--- src/common/mbx_pkg.sv ---
package mbx_pkg;

  // ************************************************************
  // widths and status bit positions
  // ************************************************************
  localparam int PC_W = 16;
  localparam int STAT_C = 0;
  localparam int STAT_Z = 1;
  localparam int STAT_N = 2;
  localparam int STAT_V = 3;
  localparam int STAT_S = 4;
  localparam int STAT_H = 5;
  localparam int STAT_T = 6;
  localparam int STAT_I = 7;

  // ************************************************************
  // cycle counts and pc steps
  // ************************************************************
  localparam logic [1:0] CYC_ONE = 2'h1;
  localparam logic [1:0] CYC_TWO = 2'h2;
  localparam logic [1:0] CYC_THREE = 2'h3;
  localparam logic [PC_W-1:0] PC_STEP = 16'h0001;
  localparam logic [PC_W-1:0] SKIP_ONE_WORD = 16'h0002;
  localparam logic [PC_W-1:0] SKIP_TWO_WORD = 16'h0003;

  // ************************************************************
  // reset values
  // ************************************************************
  localparam logic [PC_W-1:0] PC_RESET = 16'h0000;
  localparam logic [15:0] PRODUCT_RESET = 16'h0000;
  localparam logic [7:0] STATUS_RESET = 8'h00;
  localparam logic [1:0] COUNT_RESET = 2'h0;

  typedef enum logic [4:0] {
    MBX_SIGNED_MULTIPLY,
    MBX_SIGNED_UNSIGNED_MULTIPLY,
    MBX_FRACTIONAL_MULTIPLY_UNSIGNED,
    MBX_FRACTIONAL_MULTIPLY_SIGNED,
    MBX_FRACTIONAL_MULTIPLY_MIXED,
    MBX_INDIRECT_JUMP,
    MBX_INDIRECT_CALL,
    MBX_COMPARE_SKIP_EQUAL,
    MBX_COMPARE_REGS,
    MBX_COMPARE_WITH_CARRY,
    MBX_COMPARE_IMMEDIATE,
    MBX_SKIP_REG_BIT_CLEAR,
    MBX_SKIP_REG_BIT_SET,
    MBX_SKIP_IO_BIT_CLEAR,
    MBX_SKIP_IO_BIT_SET,
    MBX_BRANCH_FLAG_SET,
    MBX_BRANCH_FLAG_CLEAR,
    MBX_BRANCH_EQUAL,
    MBX_BRANCH_NOT_EQUAL,
    MBX_BRANCH_CARRY_SET,
    MBX_BRANCH_CARRY_CLEAR,
    MBX_BRANCH_SAME_HIGHER,
    MBX_BRANCH_LOWER,
    MBX_BRANCH_MINUS,
    MBX_BRANCH_PLUS,
    MBX_BRANCH_SIGNED_GE,
    MBX_BRANCH_SIGNED_LT,
    MBX_BRANCH_HALF_CARRY_SET,
    MBX_BRANCH_HALF_CARRY_CLEAR,
    MBX_BRANCH_TBIT_SET,
    MBX_BRANCH_TBIT_CLEAR,
    MBX_BRANCH_OVERFLOW_SET
  } mbx_op_t;

  typedef struct packed {
    mbx_op_t op;
    logic [7:0] rd_val;
    logic [7:0] rr_val;
    logic [7:0] imm_val;
    logic [7:0] io_val;
    logic [2:0] bit_sel;
    logic [6:0] offset;
    logic [PC_W-1:0] pc;
    logic [PC_W-1:0] z_ptr;
    logic next_two_word;
    logic [7:0] status_register;
  } mbx_req_t;

  typedef struct packed {
    logic [PC_W-1:0] pc;
    logic [15:0] product;
    logic product_we;
    logic [7:0] status_register;
    logic push_ret;
    logic [PC_W-1:0] ret_addr;
  } mbx_res_t;

endpackage

--- src/logic/mbx_exec.sv ---
`timescale 1ns/10ps
module mbx_exec (
  input wire logic ref_clk_in, // core clock
  input wire logic rst_b_in, // sync reset, active low
  input wire logic start_in, // request valid
  input wire mbx_pkg::mbx_req_t req_in, // decoded instruction and operands
  output logic busy_out, // instruction still executing
  output logic done_out, // one-cycle pulse, result complete
  output mbx_pkg::mbx_res_t res_out // result, held until next request
);
  import mbx_pkg::*;

  // ************************************************************
  // helpers
  // ************************************************************
  // subtract flags shared by the three compares
  function automatic logic [7:0] sub_flags(input logic [7:0] a, input logic [7:0] b,
                                           input logic cin, input logic keep_z,
                                           input logic [7:0] old);
    logic [7:0] r;
    logic [7:0] f;
    r = a - b - {7'h00, cin};
    f = old;
    f[STAT_H] = (~a[3] & b[3]) | (b[3] & r[3]) | (r[3] & ~a[3]);
    f[STAT_V] = (a[7] & ~b[7] & ~r[7]) | (~a[7] & b[7] & r[7]);
    f[STAT_N] = r[7];
    f[STAT_C] = (~a[7] & b[7]) | (b[7] & r[7]) | (r[7] & ~a[7]);
    // carry form only keeps zero if it was already set, for multi-byte chains
    f[STAT_Z] = (r == 8'h00) & (~keep_z | old[STAT_Z]);
    f[STAT_S] = f[STAT_N] ^ f[STAT_V];
    return f;
  endfunction

  function automatic logic [PC_W-1:0] rel_target(input logic [PC_W-1:0] pc,
                                                 input logic [6:0] k);
    return pc + {{(PC_W-7){k[6]}}, k} + PC_STEP;
  endfunction

  // ************************************************************
  // next result
  // ************************************************************
  logic take;
  logic [1:0] next_cycles;
  mbx_res_t next_res;
  logic [15:0] raw_prod;
  logic [16:0] mixed_prod;
  logic skip;
  logic taken;
  logic is_skip;
  logic is_branch;
  logic [7:0] st;

  assign take = start_in & ~busy_out;
  assign st = req_in.status_register;
  assign mixed_prod = 17'($signed({req_in.rd_val[7], req_in.rd_val}) *
                          $signed({1'b0, req_in.rr_val}));

  always_comb
  begin
    raw_prod = 16'h0000;
    skip = 1'b0;
    taken = 1'b0;
    is_skip = 1'b0;
    is_branch = 1'b0;
    next_cycles = CYC_ONE;
    next_res.pc = req_in.pc + PC_STEP;
    next_res.product = res_out.product;
    next_res.product_we = 1'b0;
    next_res.status_register = st;
    next_res.push_ret = 1'b0;
    next_res.ret_addr = req_in.pc + PC_STEP;
    unique case (req_in.op)
      MBX_SIGNED_MULTIPLY, MBX_FRACTIONAL_MULTIPLY_SIGNED:
      begin
        raw_prod = 16'($signed(req_in.rd_val) * $signed(req_in.rr_val));
      end
      MBX_SIGNED_UNSIGNED_MULTIPLY, MBX_FRACTIONAL_MULTIPLY_MIXED:
      begin
        raw_prod = mixed_prod[15:0];
      end
      MBX_FRACTIONAL_MULTIPLY_UNSIGNED:
      begin
        raw_prod = 16'(req_in.rd_val * req_in.rr_val);
      end
      MBX_INDIRECT_JUMP:
      begin
        next_res.pc = req_in.z_ptr;
        next_cycles = CYC_TWO;
      end
      MBX_INDIRECT_CALL:
      begin
        next_res.pc = req_in.z_ptr;
        next_res.push_ret = 1'b1;
        next_cycles = CYC_THREE;
      end
      MBX_COMPARE_SKIP_EQUAL:
      begin
        is_skip = 1'b1;
        skip = req_in.rd_val == req_in.rr_val;
      end
      MBX_COMPARE_REGS:
      begin
        next_res.status_register = sub_flags(req_in.rd_val, req_in.rr_val, 1'b0, 1'b0,
                                             st);
      end
      MBX_COMPARE_WITH_CARRY:
      begin
        next_res.status_register = sub_flags(req_in.rd_val, req_in.rr_val, st[STAT_C],
                                             1'b1, st);
      end
      MBX_COMPARE_IMMEDIATE:
      begin
        next_res.status_register = sub_flags(req_in.rd_val, req_in.imm_val, 1'b0, 1'b0,
                                             st);
      end
      MBX_SKIP_REG_BIT_CLEAR, MBX_SKIP_REG_BIT_SET:
      begin
        is_skip = 1'b1;
        skip = req_in.rr_val[req_in.bit_sel] ==
               (req_in.op == MBX_SKIP_REG_BIT_SET);
      end
      MBX_SKIP_IO_BIT_CLEAR, MBX_SKIP_IO_BIT_SET:
      begin
        is_skip = 1'b1;
        skip = req_in.io_val[req_in.bit_sel] ==
               (req_in.op == MBX_SKIP_IO_BIT_SET);
      end
      MBX_BRANCH_FLAG_SET:
      begin
        is_branch = 1'b1;
        taken = st[req_in.bit_sel];
      end
      MBX_BRANCH_FLAG_CLEAR:
      begin
        is_branch = 1'b1;
        taken = ~st[req_in.bit_sel];
      end
      MBX_BRANCH_EQUAL, MBX_BRANCH_NOT_EQUAL:
      begin
        is_branch = 1'b1;
        taken = st[STAT_Z] == (req_in.op == MBX_BRANCH_EQUAL);
      end
      MBX_BRANCH_CARRY_SET, MBX_BRANCH_CARRY_CLEAR:
      begin
        is_branch = 1'b1;
        taken = st[STAT_C] == (req_in.op == MBX_BRANCH_CARRY_SET);
      end
      MBX_BRANCH_SAME_HIGHER, MBX_BRANCH_LOWER:
      begin
        is_branch = 1'b1;
        taken = st[STAT_C] == (req_in.op == MBX_BRANCH_LOWER);
      end
      MBX_BRANCH_MINUS, MBX_BRANCH_PLUS:
      begin
        is_branch = 1'b1;
        taken = st[STAT_N] == (req_in.op == MBX_BRANCH_MINUS);
      end
      MBX_BRANCH_SIGNED_GE, MBX_BRANCH_SIGNED_LT:
      begin
        is_branch = 1'b1;
        taken = (st[STAT_N] ^ st[STAT_V]) == (req_in.op == MBX_BRANCH_SIGNED_LT);
      end
      MBX_BRANCH_HALF_CARRY_SET, MBX_BRANCH_HALF_CARRY_CLEAR:
      begin
        is_branch = 1'b1;
        taken = st[STAT_H] == (req_in.op == MBX_BRANCH_HALF_CARRY_SET);
      end
      MBX_BRANCH_TBIT_SET, MBX_BRANCH_TBIT_CLEAR:
      begin
        is_branch = 1'b1;
        taken = st[STAT_T] == (req_in.op == MBX_BRANCH_TBIT_SET);
      end
      MBX_BRANCH_OVERFLOW_SET:
      begin
        is_branch = 1'b1;
        // the opcode field has room for one overflow op; its clear form goes as
        // branch_flag_clear with the overflow bit selected
        taken = st[STAT_V];
      end
    endcase

    if (req_in.op inside {MBX_SIGNED_MULTIPLY, MBX_SIGNED_UNSIGNED_MULTIPLY,
                          MBX_FRACTIONAL_MULTIPLY_UNSIGNED, MBX_FRACTIONAL_MULTIPLY_SIGNED,
                          MBX_FRACTIONAL_MULTIPLY_MIXED})
    begin
      next_res.product_we = 1'b1;
      next_cycles = CYC_TWO;
      // carry is the top bit before any shift, as fractional users expect
      next_res.status_register[STAT_C] = raw_prod[15];
      if (req_in.op inside {MBX_SIGNED_MULTIPLY, MBX_SIGNED_UNSIGNED_MULTIPLY})
      begin
        next_res.product = raw_prod;
      end
      else
      begin
        next_res.product = {raw_prod[14:0], 1'b0};
      end
      next_res.status_register[STAT_Z] = next_res.product == 16'h0000;
    end

    if (is_skip && skip)
    begin
      if (req_in.next_two_word)
      begin
        next_res.pc = req_in.pc + SKIP_TWO_WORD;
        next_cycles = CYC_THREE;
      end
      else
      begin
        next_res.pc = req_in.pc + SKIP_ONE_WORD;
        next_cycles = CYC_TWO;
      end
    end

    if (is_branch && taken)
    begin
      next_res.pc = rel_target(req_in.pc, req_in.offset);
      next_cycles = CYC_TWO;
    end
  end

  // ************************************************************
  // result register
  // ************************************************************
  always_ff @(posedge ref_clk_in)
  begin
    if (!rst_b_in)
    begin
      res_out <= '{pc: PC_RESET, product: PRODUCT_RESET, product_we: 1'b0,
                   status_register: STATUS_RESET, push_ret: 1'b0, ret_addr: PC_RESET};
    end
    else if (take)
    begin
      res_out <= next_res;
    end
  end

  // ************************************************************
  // cycle timing
  // ************************************************************
  logic [1:0] count;

  always_ff @(posedge ref_clk_in)
  begin
    if (!rst_b_in)
    begin
      count <= COUNT_RESET;
      busy_out <= 1'b0;
      done_out <= 1'b0;
    end
    else if (take)
    begin
      count <= next_cycles - CYC_ONE;
      busy_out <= next_cycles != CYC_ONE;
      done_out <= next_cycles == CYC_ONE;
    end
    else if (busy_out)
    begin
      count <= count - CYC_ONE;
      busy_out <= count != CYC_ONE;
      done_out <= count == CYC_ONE;
    end
    else
    begin
      done_out <= 1'b0;
    end
  end

endmodule

--- config.mk ---
export PLATFORM = sky130hd
export DESIGN_NAME = mbx_exec
export DESIGN_NICKNAME = d
export VERILOG_FILES = /design/src/common/mbx_pkg.sv /design/src/logic/mbx_exec.sv
export SDC_FILE = /design/constraint.sdc
export NUM_CORES = 1
export LEC_CHECK = 0
export BUFFER_PORTS_ARGS = -buffer_cell sky130_fd_sc_hd__buf_4
export CAP_MARGIN = 20
export CORE_MARGIN = 2
export CORE_UTILIZATION = 30
export CTS_BUF_LIST = sky130_fd_sc_hd__clkbuf_4
export CTS_CLUSTER_SIZE = 28
export DETAILED_ROUTE_END_ITERATION = 6
export PLACE_DENSITY_LB_ADDON = 0.05
export SLEW_MARGIN = 10
export SYNTH_ARGS = -nofsm -noshare
export SYNTH_HDL_FRONTEND = slang
export SYNTH_SLANG_ARGS = --single-unit
--- constraint.sdc ---
create_clock -name ref_clk_in -period 17 [get_ports ref_clk_in]
set_clock_uncertainty 0.1 [all_clocks]
set_input_delay 1.7 -clock ref_clk_in [delete_from_list [all_inputs] [get_ports ref_clk_in]]
set_output_delay 1.7 -clock ref_clk_in [all_outputs]
set_load 0.01 [all_outputs]
==> results of run 1 <==
## critical path, delay by kind of cell
kind	cells	cell delay, ps
compound gates	6	1360
buf+inv	6	880
simple gates	2	800
fa+ha+maj	5	2210
xor+xnor	2	300
## power groups by stage
stage	registers, mW	clock network (mW)	logic [mW]
6_report	0.166	0.0907	0.976
5_1_grt	0.168	0.102	1.09
4_1_cts	0.166	0.0960	0.993
3_5_place_dp	0.169	0	0.985
3_3_place_gp	0.170	0	0.994
2_1_floorplan	0.172	0	0.647
## worst paths after layout
| check | from | to | cells past startpoint |
|---|---|---|---|
| max reg2reg | busy_out$_SDFF_PN0_ | res_out[33]$_SDFFE_PN0P_ | 6 |
| max | req_in[74] | res_out[18]$_SDFFE_PN0P_ | 21 |
| min reg2reg | res_out[28]$_SDFFE_PN0P_ | res_out[28]$_SDFFE_PN0P_ | 2 |
| min | res_out[28]$_SDFFE_PN0P_ | res_out[28]$_SDFFE_PN0P_ | 2 |
## sequential cells by signal, summed over array words and instances, names as in the netlist
name	cells
res_out	58
busy_out	1
count	2
done_out	1
## per-stage QoR
stage / util (%) / cell area, um^2 / instances / worst slack (ps)
6_report: 34.94 / 13530 / 2114 / 10050
2_1_floorplan: - / 11790 / 1473 / 10430
5_1_grt: 34.94 / 13530 / 2114 / 9641
3_5_place_dp: 34.61 / 13410 / 2096 / 9515
4_1_cts: 34.86 / 13500 / 2111 / 10050
3_3_place_gp: 34.61 / 13410 / 2096 / 9543
## kinds of logic after synthesis
logic type,count (synthesis)
fa+ha+maj,272
xor+xnor,96
simple gates,389
buf+inv,310
flops,62
mux,22
compound gates,322
## final cells by class
type / instances / share of cell area [%]
antenna: 1 / 0.01849
clock buffer: 9 / 0.4993
clock inverter: 6 / 0.2219
inverter: 259 / 7.184
multi-input combinational: 1101 / 69.26
sequential: 62 / 9.172
tap: 518 / 4.789
timing repair buffer: 158 / 8.857
## layout by cell type, fill, tap and decap left out, drive strengths merged, types with 6 or more instances in the layout
master     n
inv      256
buf      158
ha       153
nor2     131
fa       119
nand2    113
a21oi     84
dfxtp     62
xnor2     58
o21ai     58
xor2      38
a211oi    35
nor3      33
nand3     26
a21o      25
and2      19
nor2b     15
o211ai    15
mux2i     14
a31oi     13
nand2b    10
clkbuf     9
o21a       8
a22oi      8
o21bai     8
clkinv     8
and3       7
nand4      7
a2111oi    7
mux4       6
o31ai      6
or3        6
## metal layers
layer | GRT usage [%] | vias up | wire length [um]
met4 | 2.633 | 2 | 387
met3 | 2.870 | 22 | 1324
met1 | 28.76 | 5245 | 20190
met2 | 38.80 | 171 | 22220
li1 | - | 5182 | -
met5 | 0 | - | 13
==> reports/results.tsv, run 1 <==
metric	value	unit
outcome	finished clean	
CTS tree	yes	
simple-gate area share of the yosys netlist	15.07	%
combinational power share	79.2	%
multi-input logic area	9373	um^2
max_cap viols	0	
Async SR Flop Fraction	0	%
area share of the largest cell type after synthesis	20.20	%
largest net degree at the start of global routing	62	
Fillers	4237	
critical path startpoint category	input pin	
WHS	362.3	ps
Nets	1954	
Slew HR	36.38	%
Hold Vio Cnt, Final	0	
xor-xnor portion of the synthesized cell area	7.131	%
Yosys Warn Count	0	
number of synthesized flops with an enable pin	0	
initial antenna violation count	2	
number of global-route vias before repair	10930	
Hold Path Class	reg -> reg	
synth top area cells	fa_1 20%, ha_1 16%, dfxtp_1 11%	
hpwl dp	36440	um
cell taking the most area after synthesis	fa_1	
post-synthesis mux area share	2.525	%
Critical Path RT	17300	ps
Root Driver	clkbuf_4	
Sw Pwr	666.8	uW
first-pass GRT wire length	67280	um
Die ar.	40910	um^2
core area	38740	um^2
register area	1241	um^2
Post-CTS Resized	0	
share of post-route cells with drive strength above 1	12.04	%
sequential share of power	13.5	%
Cell Int Power	566.2	uW
total gr overflow	0	
most used cell, CP	inv_1	
post-CTS setup buffers	0	
Mapped Cells	1473	
CTS Sinks	62	
setup_tns	0	ps
Mapped Area	11790	um^2
clock transition at the registers of the reported paths	110	ps
slowest cell on the critical path	fa_1	
Setup Viol. Count Final	0	
Initial Util	30.44	%
Critical Path AT	7250	ps
Worst setup EP type	flop	
crit path kind	in -> reg	
critical path cell sequence	buf_4, clkinv_1, nor2_1, xnor2_1, ha_1, inv_1, fa_1, inv_1, fa_1, inv_1, fa_1, inv_1, ha_1, o21ai_0, o21bai_1, a41o_1, xor2_1, a222oi_1, a21oi_1, nor4_1, a21o_1	
post-synthesis adder-cell area fraction	36.44	%
IO Pins	151	
Post-CTS Hold Buffers	0	
flop2flop setup slack	14460	ps
Synth Area in Compound Gates	18.21	%
actual slew at the worst max-slew pin	952.9	ps
DRC	0	
clk buf depth	2	
unrepaired setup endpoints after global routing	false	
synthesized flop and latch total	62	
power share of the clock group	7.4	%
final wirelength	44130	um
gr usage total	21.77	%
register area share after synthesis	10.53	%
syn_nets	1836	
Pleak	6.547	nW
total CTS buffers	9	
Most used DFF post-synth	dfxtp_1	
Sw Share	54.08	%
IO buf count	150	
worst vdd ir	0.00005411	V
most frequent cell after synthesis	inv_1	
DR vias/cell	5.025	
Fmax	143.8	MHz
DR vias	10620	
Distinct cells, synth	71	
synthesis-to-layout area growth	14.77	%
Worst Path Max Fanout	14	
Worst-Skew Late Latency	460	ps
Avg WL per Cell	20.88	um
Die W	202.3	um
antenna-violating nets left	0	
gpl congestion	0.8508	
final period utilization	40.89	%
CP max stage delay	570	ps
largest family of logic cells by synthesized area	adder cells	
Final Total Pwr	1.233	mW
power density over cell area	91.10	nW/um^2
DIE HEIGHT	202.3	um
Tmin final	6952	ps
final slew viol count	0	
Pre-antenna DRT Iters	5	
Post-synth top cells	255 x inv_1, 153 x ha_1, 131 x nor2_1, 119 x fa_1, 113 x nand2_1	
row count	72	
CTS HTree Levels	3	
synthesized area per cell	8.005	um^2
1st-iter DRT viols	490	
Power figures use the tool's default switching activity.
==> run 2: changes to the inputs <==
- clock period: 17 -> 7 ns (I/O delays scaled with it)
==> reports/results.tsv, run 2 (synthesized netlist as in run 1, its figures left out) <==
metric	value	unit	change
outcome	finished clean		
worst setup path startpoint	req_in[74]		
total CTS buffers	9		unchanged
Die W	202.3	um	unchanged
Final Total Pwr	3.058	mW	+150%
Post-CTS Resized	0		unchanged
Root Driver	clkbuf_4		
antenna-violating nets left	0		unchanged
Pre-antenna DRT Iters	5		unchanged
crit path kind	in -> reg		
Post-CTS Hold Buffers	0		unchanged
final slew viol count	0		unchanged
Nets	1954		unchanged
CTS Sinks	62		unchanged
DR vias/cell	4.999		-0.52%
gr usage total	21.94	%	+0.16 points
Pleak	6.576	nW	+0.44%
Hold Vio Cnt, Final	0		unchanged
actual slew at the worst max-slew pin	1058	ps	+105.0 ps
core area	38740	um^2	unchanged
clock transition at the registers of the reported paths	100	ps	about the same
Initial Util	30.44	%	unchanged
Worst-Skew Late Latency	460	ps	about the same
Regs by FF count	res_out (58), count (2)		
hpwl dp	36330	um	-0.29%
first-pass GRT wire length	68010	um	+1.1%
clk buf depth	2		unchanged
share of post-route cells with drive strength above 1	12.16	%	+0.13 points
gpl congestion	0.8437		-0.83%
Critical Path AT	6340	ps	-910 ps
register area	1241	um^2	unchanged
IO buf count	150		unchanged
row count	72		unchanged
Setup Viol. Count Final	0		unchanged
commonest non-fill, non-tap cell in the layout	inv_1		
register with the most flip-flops	res_out		
power density over cell area	225.0	nW/um^2	+150%
Avg WL per Cell	20.76	um	-0.55%
Die ar.	40910	um^2	unchanged
flop2flop setup slack	4520	ps	-9940 ps
Tmin final	6040	ps	
origin of the critical flop-to-flop path	busy_out$_SDFF_PN0_		
Fmax	165.6	MHz	
CTS tree	yes		
Hold Path Class	reg -> reg		
total gr overflow	0		unchanged
start point of the worst hold path	res_out[23]$_SDFFE_PN0P_		
unrepaired setup endpoints after global routing	false		
number of global-route vias before repair	11160		+2.1%
max_cap viols	0		unchanged
DIE HEIGHT	202.3	um	unchanged
Slew HR	29.21	%	-7.2 points
DRC	0		unchanged
1st-iter DRT viols	467		-4.7%
critical path startpoint category	input pin		
multi-input logic area	9373	um^2	unchanged
CTS HTree Levels	3		unchanged
worst vdd ir	0.0001420	V	+160%
Fillers	4148		-2.1%
final period utilization	86.28	%	
final wirelength	43910	um	-0.50%
Worst setup EP type	flop		
DR vias	10570		-0.47%
setup_tns	0	ps	unchanged
post-CTS setup buffers	0		unchanged
Largest register FFs	58		unchanged
IO Pins	151		unchanged
initial antenna violation count	4		+2
largest net degree at the start of global routing	62		unchanged
Critical Path RT	7300	ps	-10000 ps
synthesis-to-layout area growth	15.24	%	
most frequent cells in the layout	255 x inv_1, 157 x buf_4, 153 x ha_1		
Worst Path Max Fanout	14		unchanged
[run 2: cell types whose count changed in the layout (fill, tap and decap cells not counted), sizes merged]
cell      change
clkbuf        +1
bufinv        +2
clkinvlp      -1
clkinv        -2
diode         +1
[run 2: metrics by stage]
stage / hold WS, ps / std cells / setup slack (ps) / instance area [um^2] / util, %
4_1_cts: 363.7 / 2111 / 1002 / 13560 / 34.99
5_1_grt: 397.4 / 2115 / 709.8 / 13590 / 35.08
3_3_place_gp: 347.0 / 2096 / 593.8 / 13410 / 34.61
3_5_place_dp: 349.1 / 2096 / 503.0 / 13410 / 34.61
2_1_floorplan: 376.1 / 1473 / 1430 / 11790 / -
6_report: 360.7 / 2115 / 960.1 / 13590 / 35.08
[run 2: final timing paths]
path / endpoint / depth (start not counted)
max: res_out[18]$_SDFFE_PN0P_ / 19
min: res_out[23]$_SDFFE_PN0P_ / 2
max reg2reg: res_out[33]$_SDFFE_PN0P_ / 6
min reg2reg: res_out[23]$_SDFFE_PN0P_ / 2
[run 2: layer usage]
| metal | global-route usage (%) | wire [um] |
|---|---|---|
| met1 | 28.34 | 19600 |
| met5 | 0 | 16 |
| met2 | 38.28 | 21500 |
| met4 | 5.527 | 1055 |
| met3 | 3.193 | 1739 |
[run 2: cell type report]
cell class / instances / share of cell area, %
Clock inverter: 5 / 0.5525
Sequential cell: 62 / 9.134
Timing Repair Buffer: 158 / 8.821
Antenna cell: 2 / 0.03683
Clock buffer: 10 / 0.5525
Tap cell: 518 / 4.770
Multi-Input combinational cell: 1101 / 68.98
Inverter: 259 / 7.155
[run 2: power breakdown]
part	switching [mW]	total (mW)	leakage, nW	internal (mW)
clock network	0.149	0.294	0.0860	0.145
logic	1.43	2.36	5.98	0.931
registers	0.0198	0.402	0.509	0.382
total	1.60	3.06	6.58	1.46
[run 2: critical path, stage by stage]
cell	delay, ps
buf_4	220
clkinv_1	410
nor2_1	440
fa_1	490
fa_1	500
inv_1	60
fa_1	500
fa_1	630
inv_1	100
ha_1	360
o21ai_0	180
nor2_1	80
a21boi_0	330
o21bai_1	150
xor2_1	190
a222oi_1	380
a21oi_1	150
nor4_1	320
a21o_1	160
